--- src/hdl/atc_pkg.sv ---
// constants and types for the 8-bit timer with two compare channels
// Function
// - zero counter value is bottom, flagged
// - all-ones counter value is max, flagged
// - top is max or compare A by mode
// - interrupt flags in one register, individually masked
// - timer tick from core clock or oscillator
// - clock select zero stops the counter
// - software reads and writes counter anytime
// - software counter write beats hardware update
// - three-bit mode picks clear, up or down
// - both compare registers compared with counter
// - match flag set one tick after match
// - enabled flag requests interrupt, cleared on service
// - writing one clears a flag
// - compare buffering only in pwm modes
// - buffered value loads at top or bottom
// - software compare writes go to buffer when buffered; reads see the active register
// - force strobe forces match in non-pwm modes
// - forced match drives pin only, no flag
// - overflow flag set per mode, interrupts
// - output from match, mode and action field
// - counter write blocks match next tick
// - action field zero leaves output alone
// - mode zero counts up, overflow at wrap
// - mode two clears counter on compare A
package atc_pkg;
	localparam int          ATC_W        = 8;
	localparam logic [7:0]  ATC_BOTTOM   = 8'h00;
	localparam logic [7:0]  ATC_MAX      = 8'hFF;
	localparam logic [7:0]  ATC_ONE      = 8'h01;
	localparam logic [2:0]  ATC_CS_STOP  = 3'h0;
	localparam logic [2:0]  ATC_CS_DIRECT= 3'h1;
	localparam logic [2:0]  ATC_CS_EXT_F = 3'h6;
	localparam logic [2:0]  ATC_CS_EXT_R = 3'h7;
	localparam logic [1:0]  ATC_ACT_NONE = 2'h0;
	localparam logic [1:0]  ATC_ACT_TOG  = 2'h1;
	localparam logic [1:0]  ATC_ACT_CLR  = 2'h2;
	localparam logic [1:0]  ATC_ACT_SET  = 2'h3;
	localparam int          ATC_FLAG_OVF = 0;
	localparam int          ATC_FLAG_MA  = 1;
	localparam int          ATC_FLAG_MB  = 2;
	localparam logic [2:0]  ATC_FLAG_RST = 3'h0;
	localparam int          ATC_PRE_W    = 10;
	localparam logic [9:0]  ATC_PRE_ONE  = 10'h001;
	typedef enum logic [2:0] {
		ATC_WM_NORMAL  = 3'b000,
		ATC_WM_PC_MAX  = 3'b001,
		ATC_WM_CTC     = 3'b010,
		ATC_WM_FAST    = 3'b011,
		ATC_WM_RSV4    = 3'b100,
		ATC_WM_PC_OCRA = 3'b101,
		ATC_WM_RSV6    = 3'b110,
		ATC_WM_FAST_A  = 3'b111
	} atc_mode_e;
endpackage

--- src/hdl/atc_timer.sv ---
// 8-bit timer/counter with two compare channels, plain-port control
module atc_timer
	import atc_pkg::*;
#(
	parameter int W = ATC_W
) (
	// clock and reset
	input  wire logic         ref_clk,
	input  wire logic         reset,
	// clock source control
	input  wire logic         async_clock_select,
	input  wire logic         osc_pin_in,
	input  wire logic [2:0]   clock_select_field,
	// mode control
	input  wire logic         waveform_mode_bit0,
	input  wire logic         waveform_mode_bit1,
	input  wire logic         waveform_mode_bit2,
	input  wire logic [1:0]   output_action_a,
	input  wire logic [1:0]   output_action_b,
	input  wire logic         force_match_a,
	input  wire logic         force_match_b,
	// counter access
	input  wire logic         count_wr,
	input  wire logic [W-1:0] count_wdata,
	// compare register access
	input  wire logic         compare_a_wr,
	input  wire logic         compare_b_wr,
	input  wire logic [W-1:0] compare_wdata,
	// flags and masks
	input  wire logic [2:0]   flag_clear,
	input  wire logic [2:0]   flag_serviced,
	input  wire logic [2:0]   timer_mask_reg,
	// status
	output logic [W-1:0]      count_value_reg,
	output logic [W-1:0]      compare_a_reg,
	output logic [W-1:0]      compare_b_reg,
	output logic [2:0]        timer_flag_reg,
	output logic [2:0]        irq_req,
	output logic              at_bottom,
	output logic              at_max,
	// compare outputs
	output logic              compare_out_a,
	output logic              compare_out_b
);
	atc_mode_e     mode;
	logic          pwm;
	logic          tick;
	logic [9:0]    pre_r;
	logic          osc_r;
	logic          osc_d_r;
	logic          ext_r;
	logic          ext_d_r;
	logic [W-1:0]  top;
	logic          down_r;
	logic          block_r;
	logic [W-1:0]  buf_a_r;
	logic [W-1:0]  buf_b_r;
	logic          match_a;
	logic          match_b;
	logic          clr_cnt;
	logic          up_now;
	logic          ovf_ev;
	logic          load_ev;
	logic [W-1:0]  cnt_nxt;
	logic          phase_corr;

	// a tap fires when this many low prescaler bits are all ones
	localparam int TAP_8    = 3;
	localparam int TAP_32   = 5;
	localparam int TAP_64   = 6;
	localparam int TAP_128  = 7;
	localparam int TAP_256  = 8;
	localparam int TAP_1024 = 10;

	assign mode       = atc_mode_e'({waveform_mode_bit2, waveform_mode_bit1,
		waveform_mode_bit0});
	assign pwm        = (mode != ATC_WM_NORMAL) && (mode != ATC_WM_CTC);
	assign phase_corr = (mode == ATC_WM_PC_MAX) || (mode == ATC_WM_PC_OCRA);

	// free-running prescaler; every slower rate is a tap of it
	always_ff @(posedge ref_clk) begin
		if (reset)
			pre_r <= '0;
		else
			pre_r <= pre_r + ATC_PRE_ONE;
	end

	// oscillator pin: two-flop synchroniser, then an edge-detect pair
	always_ff @(posedge ref_clk) begin
		if (reset) begin
			osc_r   <= 1'b0;
			osc_d_r <= 1'b0;
			ext_r   <= 1'b0;
			ext_d_r <= 1'b0;
		end else begin
			osc_r   <= osc_pin_in;
			osc_d_r <= osc_r;
			ext_r   <= osc_d_r;
			ext_d_r <= ext_r;
		end
	end

	function automatic logic pre_tap(input logic [2:0] cs, input logic [9:0] p);
		unique case (cs)
			ATC_CS_DIRECT: pre_tap = 1'b1;
			3'h2:          pre_tap = &p[TAP_8-1:0];
			3'h3:          pre_tap = &p[TAP_32-1:0];
			3'h4:          pre_tap = &p[TAP_64-1:0];
			3'h5:          pre_tap = &p[TAP_128-1:0];
			3'h6:          pre_tap = &p[TAP_256-1:0];
			3'h7:          pre_tap = &p[TAP_1024-1:0];
			default: pre_tap = 1'b0;
		endcase
	endfunction

	// the oscillator ticks once per rising edge; the prescaler taps are not applied to it
	always_comb begin
		if (clock_select_field == ATC_CS_STOP)
			tick = 1'b0;
		else if (async_clock_select)
			tick = ext_r & ~ext_d_r;
		else
			tick = pre_tap(clock_select_field, pre_r);
	end

	// top is compare A in ctc and in the two top-from-A pwm modes
	assign top     = (mode == ATC_WM_CTC || mode == ATC_WM_PC_OCRA || mode == ATC_WM_FAST_A)
		? compare_a_reg : ATC_MAX;
	assign match_a = (count_value_reg == compare_a_reg) && !block_r;
	assign match_b = (count_value_reg == compare_b_reg) && !block_r;
	// normal mode ignores this: its top is max and the plain increment wraps
	assign clr_cnt = (!phase_corr && count_value_reg == top) || (mode == ATC_WM_CTC && match_a);
	assign up_now  = !phase_corr || !down_r;

	// next count: clear at top, otherwise up or down
	always_comb begin
		if (clr_cnt && mode != ATC_WM_NORMAL)
			cnt_nxt = ATC_BOTTOM;
		else if (up_now)
			cnt_nxt = count_value_reg + ATC_ONE;
		else
			cnt_nxt = count_value_reg - ATC_ONE;
	end

	// overflow: wrap to bottom in up modes, reaching bottom in phase correct
	assign ovf_ev  = tick && (phase_corr ? (count_value_reg == ATC_ONE && down_r)
		: (cnt_nxt == ATC_BOTTOM)) && !count_wr;
	assign load_ev = tick && (phase_corr ? (count_value_reg == top)
		: (cnt_nxt == ATC_BOTTOM));

	always_ff @(posedge ref_clk) begin
		if (reset) begin
			count_value_reg <= ATC_BOTTOM;
		end else if (count_wr) begin
			count_value_reg <= count_wdata;
		end else if (tick) begin
			count_value_reg <= cnt_nxt;
		end
	end

	// direction only matters in phase correct modes; turns at top and just above bottom
	always_ff @(posedge ref_clk) begin
		if (reset)
			down_r <= 1'b0;
		else if (!phase_corr)
			down_r <= 1'b0;
		else if (tick && count_value_reg == top)
			down_r <= 1'b1;
		else if (tick && count_value_reg == ATC_ONE)
			down_r <= 1'b0;
	end

	// a counter write blocks matches until the next tick has passed
	always_ff @(posedge ref_clk) begin
		if (reset)
			block_r <= 1'b0;
		else if (count_wr)
			block_r <= 1'b1;
		else if (tick)
			block_r <= 1'b0;
	end

	// compare A: written directly outside pwm, copied from its buffer in pwm
	always_ff @(posedge ref_clk) begin
		if (reset) begin
			compare_a_reg <= ATC_BOTTOM;
			buf_a_r       <= ATC_BOTTOM;
		end else begin
			if (compare_a_wr)
				buf_a_r <= compare_wdata;
			if (!pwm && compare_a_wr)
				compare_a_reg <= compare_wdata;
			else if (pwm && load_ev)
				compare_a_reg <= compare_a_wr ? compare_wdata : buf_a_r;
		end
	end

	// compare B: same scheme; a write on the load cycle goes straight through
	always_ff @(posedge ref_clk) begin
		if (reset) begin
			compare_b_reg <= ATC_BOTTOM;
			buf_b_r       <= ATC_BOTTOM;
		end else begin
			if (compare_b_wr)
				buf_b_r <= compare_wdata;
			if (!pwm && compare_b_wr)
				compare_b_reg <= compare_wdata;
			else if (pwm && load_ev)
				compare_b_reg <= compare_b_wr ? compare_wdata : buf_b_r;
		end
	end

	// flags: hardware set beats a software or service clear
	logic [2:0] set_ev;
	assign set_ev = {tick && match_b, tick && match_a, ovf_ev};

	always_ff @(posedge ref_clk) begin
		if (reset)
			timer_flag_reg <= ATC_FLAG_RST;
		else
			timer_flag_reg <= set_ev
				| (timer_flag_reg & ~(flag_clear | flag_serviced));
	end

	// registered, so requests trail their flags by one cycle
	always_ff @(posedge ref_clk) begin
		if (reset)
			irq_req <= ATC_FLAG_RST;
		else
			irq_req <= timer_flag_reg & timer_mask_reg;
	end

	always_ff @(posedge ref_clk) begin
		if (reset)
			at_bottom <= 1'b0;
		else
			at_bottom <= (count_value_reg == ATC_BOTTOM);
	end

	always_ff @(posedge ref_clk) begin
		if (reset)
			at_max <= 1'b0;
		else
			at_max <= (count_value_reg == ATC_MAX);
	end

	// output level for one channel; force only counts outside pwm modes
	function automatic logic wave_next(input logic cur, input logic [1:0] act,
		input logic hit, input logic frc, input logic is_pwm, input logic dn,
		input logic bot);
		logic lvl;
		lvl = cur;
		if (act == ATC_ACT_NONE) begin
			lvl = cur;
		end else if (!is_pwm) begin
			if (hit || frc) begin
				unique case (act)
					ATC_ACT_TOG: lvl = ~cur;
					ATC_ACT_CLR: lvl = 1'b0;
					ATC_ACT_SET: lvl = 1'b1;
					default:     lvl = cur;
				endcase
			end
		end else if (act[1]) begin
			if (hit)
				// non-inverting clears on an up-count match, sets on a down-count one
				lvl = act[0] ^ dn;
			else if (bot)
				lvl = ~act[0];
		end
		wave_next = lvl;
	endfunction

	// bottom is a waveform event in every pwm mode that is not phase correct
	logic bot_tick;
	assign bot_tick = tick && !phase_corr && cnt_nxt == ATC_BOTTOM;

	// pin state survives mode changes; only matches, bottom and force move it
	always_ff @(posedge ref_clk) begin
		if (reset)
			compare_out_a <= 1'b0;
		else
			compare_out_a <= wave_next(compare_out_a, output_action_a, tick && match_a,
				force_match_a, pwm, down_r, bot_tick);
	end

	always_ff @(posedge ref_clk) begin
		if (reset)
			compare_out_b <= 1'b0;
		else
			compare_out_b <= wave_next(compare_out_b, output_action_b, tick && match_b,
				force_match_b, pwm, down_r, bot_tick);
	end
endmodule

--- config.mk ---
export PLATFORM = sky130hd
export DESIGN_NAME = atc_timer
export DESIGN_NICKNAME = d
export VERILOG_FILES = /design/src/hdl/atc_pkg.sv /design/src/hdl/atc_timer.sv
export SDC_FILE = /design/constraint.sdc
export NUM_CORES = 1
export LEC_CHECK = 0
export ABC_AREA = 1
export ABC_CLOCK_PERIOD_IN_PS = 4800
export BUFFER_PORTS_ARGS = -buffer_cell sky130_fd_sc_hd__buf_2
export CAP_MARGIN = 20
export CORE_ASPECT_RATIO = 0.75
export CORE_UTILIZATION = 40
export DETAILED_ROUTE_END_ITERATION = 16
export PLACE_DENSITY = 0.65
export RECOVER_POWER = 100
export SYNTH_ARGS = -nofsm -noshare
export SYNTH_HDL_FRONTEND = slang
export SYNTH_SLANG_ARGS = --single-unit
--- constraint.sdc ---
create_clock -name ref_clk -period 4.8 [get_ports ref_clk]
set_input_delay 0.72 -clock ref_clk [delete_from_list [all_inputs] [get_ports ref_clk]]
set_output_delay 0.72 -clock ref_clk [all_outputs]
set_load 0.02 [all_outputs]
==> metrics.yaml, run 1 <==
fp.coreArea_sq_um: 8530
grt_pass1_wl_um: 16100
failed_checks: "max-capacitance violations, max-slew violations"
worst_hold_slack_ns: 0.400
r2r_end: "compare_b_reg[3]$_SDFFE_PP0P_"
num_io_pins: 78
numCtsBuffers: 9
synth_top_family_by_area: "simple AND/OR/NAND/NOR gates"
period_minus_slack_ns: 3.34
cts_root_buf: "clkbuf_16"
synth.distinct_cells: 37
syn-instance-count: 530
finalMaxSlewViolations: 47
top_register: "pre_r"
synthTopCellsByArea: "dfxtp_1 37%, nand2_1 16%, nor2_1 7.8%, inv_1 4.9%, nand3_1 4.5%"
min_path_type: "reg2reg"
rows: 29
grt.overflow.total: 0
required_ns: 5.02
cts.reportedPaths.clkPinSlew_ns: 0.05
rrSetupSlack_ns: 2.18
rsz0062_at_grt: "false"
antenna_left: 0
dp_hpwl_um: 7030
die_w_um: 111
fin_skew_ns: 0.00571
wirelength_um: 9300
postCtsHoldBufs: 0
antenna_found_initial: 0
yosys.area_share.simple_pct: 36.8
worst_slack_ns: 1.46
worstPathArrival_ns: 3.56
holdPathEnd: "ext_r$_SDFF_PP0_"
synth_area_sq_um: 3560
crit_fanout: 46
track_usage_pct: 21.8
ctsResizeCount: 0
hold_start: "osc_d_r$_SDFF_PP0_"
pre_cts_ws_ns: 2.05
start_util_pct: 41.7
clockBufferDepth: 2
dr.first_iter.drc_count: 220
worst_setup_path_end_kind: "register"
setup_viol: 0
io_buffers: 77
synth_fp_nets: 583
grt_max_degree: 47
dr_total_vias: 3514
drc_errors: 0
cts_sinks: 66
fill_cells: 891
drt-pass1-iter-count: 5
grt_pass1_vias: 3295
yosys.area.top_type: "dfxtp_1"
viasPerCell: 4.92
nets: 654
largest_reg_flops: 10
yosys_warnings: 0
avgSynthCellArea_sq_um: 6.71
cts_tree: "yes"
synthAdderAreaFrac_pct: 3.16
final_cell_mix: "149 x nand2_1, 74 x nor2_1, 66 x dfxtp_1"
fin_tns_setup_ns: 0
synthMuxAreaShare_pct: 0
syn_to_final_growth_pct: 19.6
synth_xor_area_share_pct: 3.45
status: "complete, but fails checks"
period_share_pct: 69.5
synth_compound_area_share_pct: 10.1
max_freq_ghz: 0.300
powerDensity_nw_per_um2: 370
postCtsSetupRepairBufs: 0
die_area_sq_um: 9280
wl_per_cell_um: 13.0
rr_worst_depth: 17
ys_seq_area_share_pct: 37.1
yosys.area.top_type_share_pct: 37.1
p_leak_nw: 1.95
max_slew_margin_pct: -38.0
ir_drop_mv: 0.214
worstSetupPathType: "in2reg"
worst_pin_slew_ns: 2.07
hold_viol: 0
startpoint_type: "primary input"
die_h_um: 83.7
clock_latency_ns: 0.33
antenna_cells: 0
place.gp.congestion: 0.929
drive_gt1_share_pct: 17.0
ys_seq_elements: 66
final_common_cell: "nand2_1"
hold_path_depth: 2
worstReg2RegStart: "pre_r[0]$_SDFF_PP0_"
htreeDepth: 3
cap_viol_max_count: 1
-- worst max-delay path by stage --
stage	startpoint	depth (start not counted)	to	slack, ns
after floorplan	waveform_mode_bit2	20	compare_b_reg[5]$_SDFFE_PP0P_	2.46
after global placement	waveform_mode_bit1	19	compare_b_reg[4]$_SDFFE_PP0P_	2.12
after detailed placement	waveform_mode_bit0	19	compare_b_reg[3]$_SDFFE_PP0P_	2.05
after CTS	pre_r[0]$_SDFF_PP0_	17	compare_b_reg[3]$_SDFFE_PP0P_	2.15
after global routing	reset	5	compare_b_reg[5]$_SDFFE_PP0P_	1.10
final	reset	5	compare_b_reg[5]$_SDFFE_PP0P_	1.46
-- synthesized netlist by cell type (all sizes together) --
cell     count
a21oi       15
nand3b       1
nor3         7
xnor2        8
o211ai       1
dfxtp       66
o22ai        1
o21bai       2
nand2      158
a211oi       1
nand3       34
o41ai        1
nor2        94
buf         11
nand4        4
o2111ai      1
o21ai       34
clkbuf       7
nor4         1
a31oi        8
clkinv       2
and2         1
xor2         6
inv         57
ha           9
-- power breakdown --
part / leakage (nW) / internal, mW / switching [mW]
Clock: 0.155 / 0.469 / 0.248
Sequential: 0.542 / 0.580 / 0.0335
Combinational: 1.25 / 0.0849 / 0.160
Total: 1.95 / 1.13 / 0.442
-- routing by layer --
metal	share of wire, %	global-route usage (%)
met2	40	31.9
met1	52	31.1
met4	0.99	6.30
met3	7.0	6.17
met5	0	0
-- logic make-up (layout without fill, tap and decap cells) --
kind of cell	Yosys count	count (layout)
buf+inv	77	153
flops	66	66
simple gates	300	300
compound gates	64	64
xor+xnor	14	14
fa+ha+maj	9	9
-- final cells by class --
type                            instances  area, sq um  share of cell area [%]
Clock buffer                           10          239                    5.61
Clock inverter                          6         88.8                    2.09
Sequential cell                        66         1320                    31.0
Tap cell                              108          135                    3.17
Timing Repair Buffer                   78          347                    8.14
Inverter                               59          221                    5.20
Multi-Input combinational cell        387         1900                    44.7
-- worst max-delay path: stages --
cell and delay [ns]:
buf_2 0.07, clkbuf_1 1.47, inv_1 0.93, nand2_1 0.29, nor2_2 0.04
-- through the flow --
step | area [sq um] | instances | util, % | power [mW]
finish | 4260 | 714 | 49.9 | 1.58
global placement | 3980 | 698 | 46.6 | 0.868
floorplan | 3560 | 530 | - | 0.796
CTS | 4300 | 714 | 50.5 | 1.59
detailed placement | 3980 | 698 | 46.6 | 0.873
global route | 4260 | 714 | 49.9 | 1.66
No activity file was read; power rests on OpenSTA's default activity.
==> run 2, diff against run 1 <==
--- a/config.mk
+++ b/config.mk
@@ -6,13 +6,13 @@
 export NUM_CORES = 1
 export LEC_CHECK = 0
 export ABC_AREA = 1
-export ABC_CLOCK_PERIOD_IN_PS = 4800
+export ABC_CLOCK_PERIOD_IN_PS = 3050
 export BUFFER_PORTS_ARGS = -buffer_cell sky130_fd_sc_hd__buf_2
 export CAP_MARGIN = 20
 export CORE_ASPECT_RATIO = 0.75
 export CORE_UTILIZATION = 40
 export DETAILED_ROUTE_END_ITERATION = 16
-export PLACE_DENSITY = 0.65
+export PLACE_DENSITY = 0.67
 export RECOVER_POWER = 100
 export SYNTH_ARGS = -nofsm -noshare
 export SYNTH_HDL_FRONTEND = slang
==> constraint.sdc (replaced) <==
create_clock -name ref_clk -period 3.05 [get_ports ref_clk]
set_input_delay 0.4575 -clock ref_clk [delete_from_list [all_inputs] [get_ports ref_clk]]
set_output_delay 0.4575 -clock ref_clk [all_outputs]
set_load 0.02 [all_outputs]
==> metrics.yaml, run 2 (synthesis gave the netlist of run 1 again) <==
fp.coreArea_sq_um: 8530
cts_root_buf: "clkbuf_16"
start_util_pct: 41.7
die_h_um: 83.7
switching_share_pct: 29.5
grt_pass1_wl_um: 15400
antenna_cells: 0
worstPathArrival_ns: 2.92
p_seq_share_pct: 42.4
crit_fanout: 16
status: "finished, final reports clean"
postCtsSetupRepairBufs: 0
design_area_sq_um: 4190
clock_latency_ns: 0.33
htreeDepth: 3
antenna_left: 0
p_leak_nw: 1.92
rows: 29
max_freq_ghz: 0.372
fin_tns_setup_ns: 0
hold_viol: 0
startpoint_type: "register"
rr_worst_depth: 17
track_usage_pct: 21.2
nets: 654
syn_to_final_growth_pct: 17.7
drt-pass1-iter-count: 7
powerDensity_nw_per_um2: 544
holdPathEnd: "osc_r$_SDFF_PP0_"
viasPerCell: 4.92
worstSetupPathType: "reg2reg"
worst_pin_slew_ns: 0.719
grt_max_degree: 46
setup_viol: 0
intPower_mw: 1.61
cap_viol_max_count: 0
period_share_pct: 88.0
wirelength_um: 9310
p_clk_share_pct: 40.6
ir_drop_mv: 0.389
worstReg2RegStart: "pre_r[0]$_SDFF_PP0_"
dp_hpwl_um: 7020
cts.reportedPaths.clkPinSlew_ns: 0.05
r2r_end: "compare_b_reg[3]$_SDFFE_PP0P_"
cp-startpoint: "pre_r[0]$_SDFF_PP0_"
ctsResizeCount: 0
worst_setup_path_end_kind: "register"
postCtsHoldBufs: 0
period_minus_slack_ns: 2.69
rrSetupSlack_ns: 0.36
finalMaxSlewViolations: 0
die_area_sq_um: 9280
grt_pass1_vias: 3207
dr_total_vias: 3501
grt.overflow.total: 0
final_common_cell: "nand2_1"
clockBufferDepth: 2
fin_skew_ns: 0.00566
cts_sinks: 66
hold_path_depth: 3
wl_per_cell_um: 13.1
placed_area_sq_um: 3980
top_register: "pre_r"
antenna_found_initial: 0
max_slew_margin_pct: 52.1
min_path_type: "in2reg"
place.gp.congestion: 0.886
numCtsBuffers: 9
io_buffers: 77
largest_reg_flops: 10
rsz0062_at_grt: "false"
drive_gt1_share_pct: 16.2
comb_power_share_pct: 16.9
required_ns: 3.28
dr.first_iter.drc_count: 223
drc_errors: 0
cts_tree: "yes"
final_cell_mix: "150 x nand2_1, 74 x nor2_1, 66 x dfxtp_1"
die_w_um: 111
num_io_pins: 78
power.switching_mw: 0.671
hold_start: "osc_pin_in"
==> run 2: worst max-delay path by stage <==
stage	to	slack, ns	cells past startpoint
floorplan	compare_b_reg[5]$_SDFFE_PP0P_	0.78	17
global placement	compare_b_reg[4]$_SDFFE_PP0P_	0.48	19
detailed placement	compare_b_reg[3]$_SDFFE_PP0P_	0.36	17
CTS	compare_b_reg[3]$_SDFFE_PP0P_	0.33	17
global route	compare_b_reg[3]$_SDFFE_PP0P_	0.01	17
finish	compare_b_reg[3]$_SDFFE_PP0P_	0.36	17
==> run 2: area by class of cell <==
class,count,area [sq um]
Fill cell,879,4340
Inverter,59,221
Clock inverter,3,17.5
Tap cell,108,135
Multi-Input combinational cell,387,1900
Sequential cell,66,1320
Clock buffer,11,243
Timing Repair Buffer,78,349
==> run 2: worst max-delay path, cell delays in order (launching register included) <==
cell and delay, ns:
dfxtp_1 0.36, ha_1 0.18, nand2_1 0.06, nor2_1 0.19
ha_1 0.18, o22ai_1 0.07, nand2_1 0.05, o21ai_0 0.07
a21oi_1 0.32, nand2_1 0.16, inv_1 0.14, o21ai_0 0.17
nor2_4 0.14, nand2_4 0.08, nand2_4 0.19, nand2_1 0.09
nand2_1 0.08, nor2_2 0.04
==> run 2: through the flow <==
step	util, %	total power [mW]	hold slack [ns]	std cells	setup slack [ns]
floorplan	-	1.25	0.388	530	0.776
global placement	46.6	1.37	0.390	698	0.476
detailed placement	46.6	1.38	0.395	698	0.359
CTS	49.7	2.31	0.323	712	0.331
global route	49.1	2.39	0.326	712	0.0119
finish	49.1	2.28	0.333	712	0.365
==> run 2: power by group through the flow <==
stage,logic [mW],clock network [mW],registers (mW)
floorplan,0.256,0,0.997
global placement,0.387,0,0.981
detailed placement,0.393,0,0.983
CTS,0.395,0.951,0.964
global route,0.437,0.986,0.971
finish,0.386,0.925,0.966
==> run 2: layer usage <==
layer  up-vias  global-route usage (%)  routed length, um
met3        17                    6.83                656
li1       1811                       -                  -
met1      1563                    29.5               4780
met4         0                    6.18                125
met2       110                    31.2               3750
met5         -                       0                  0
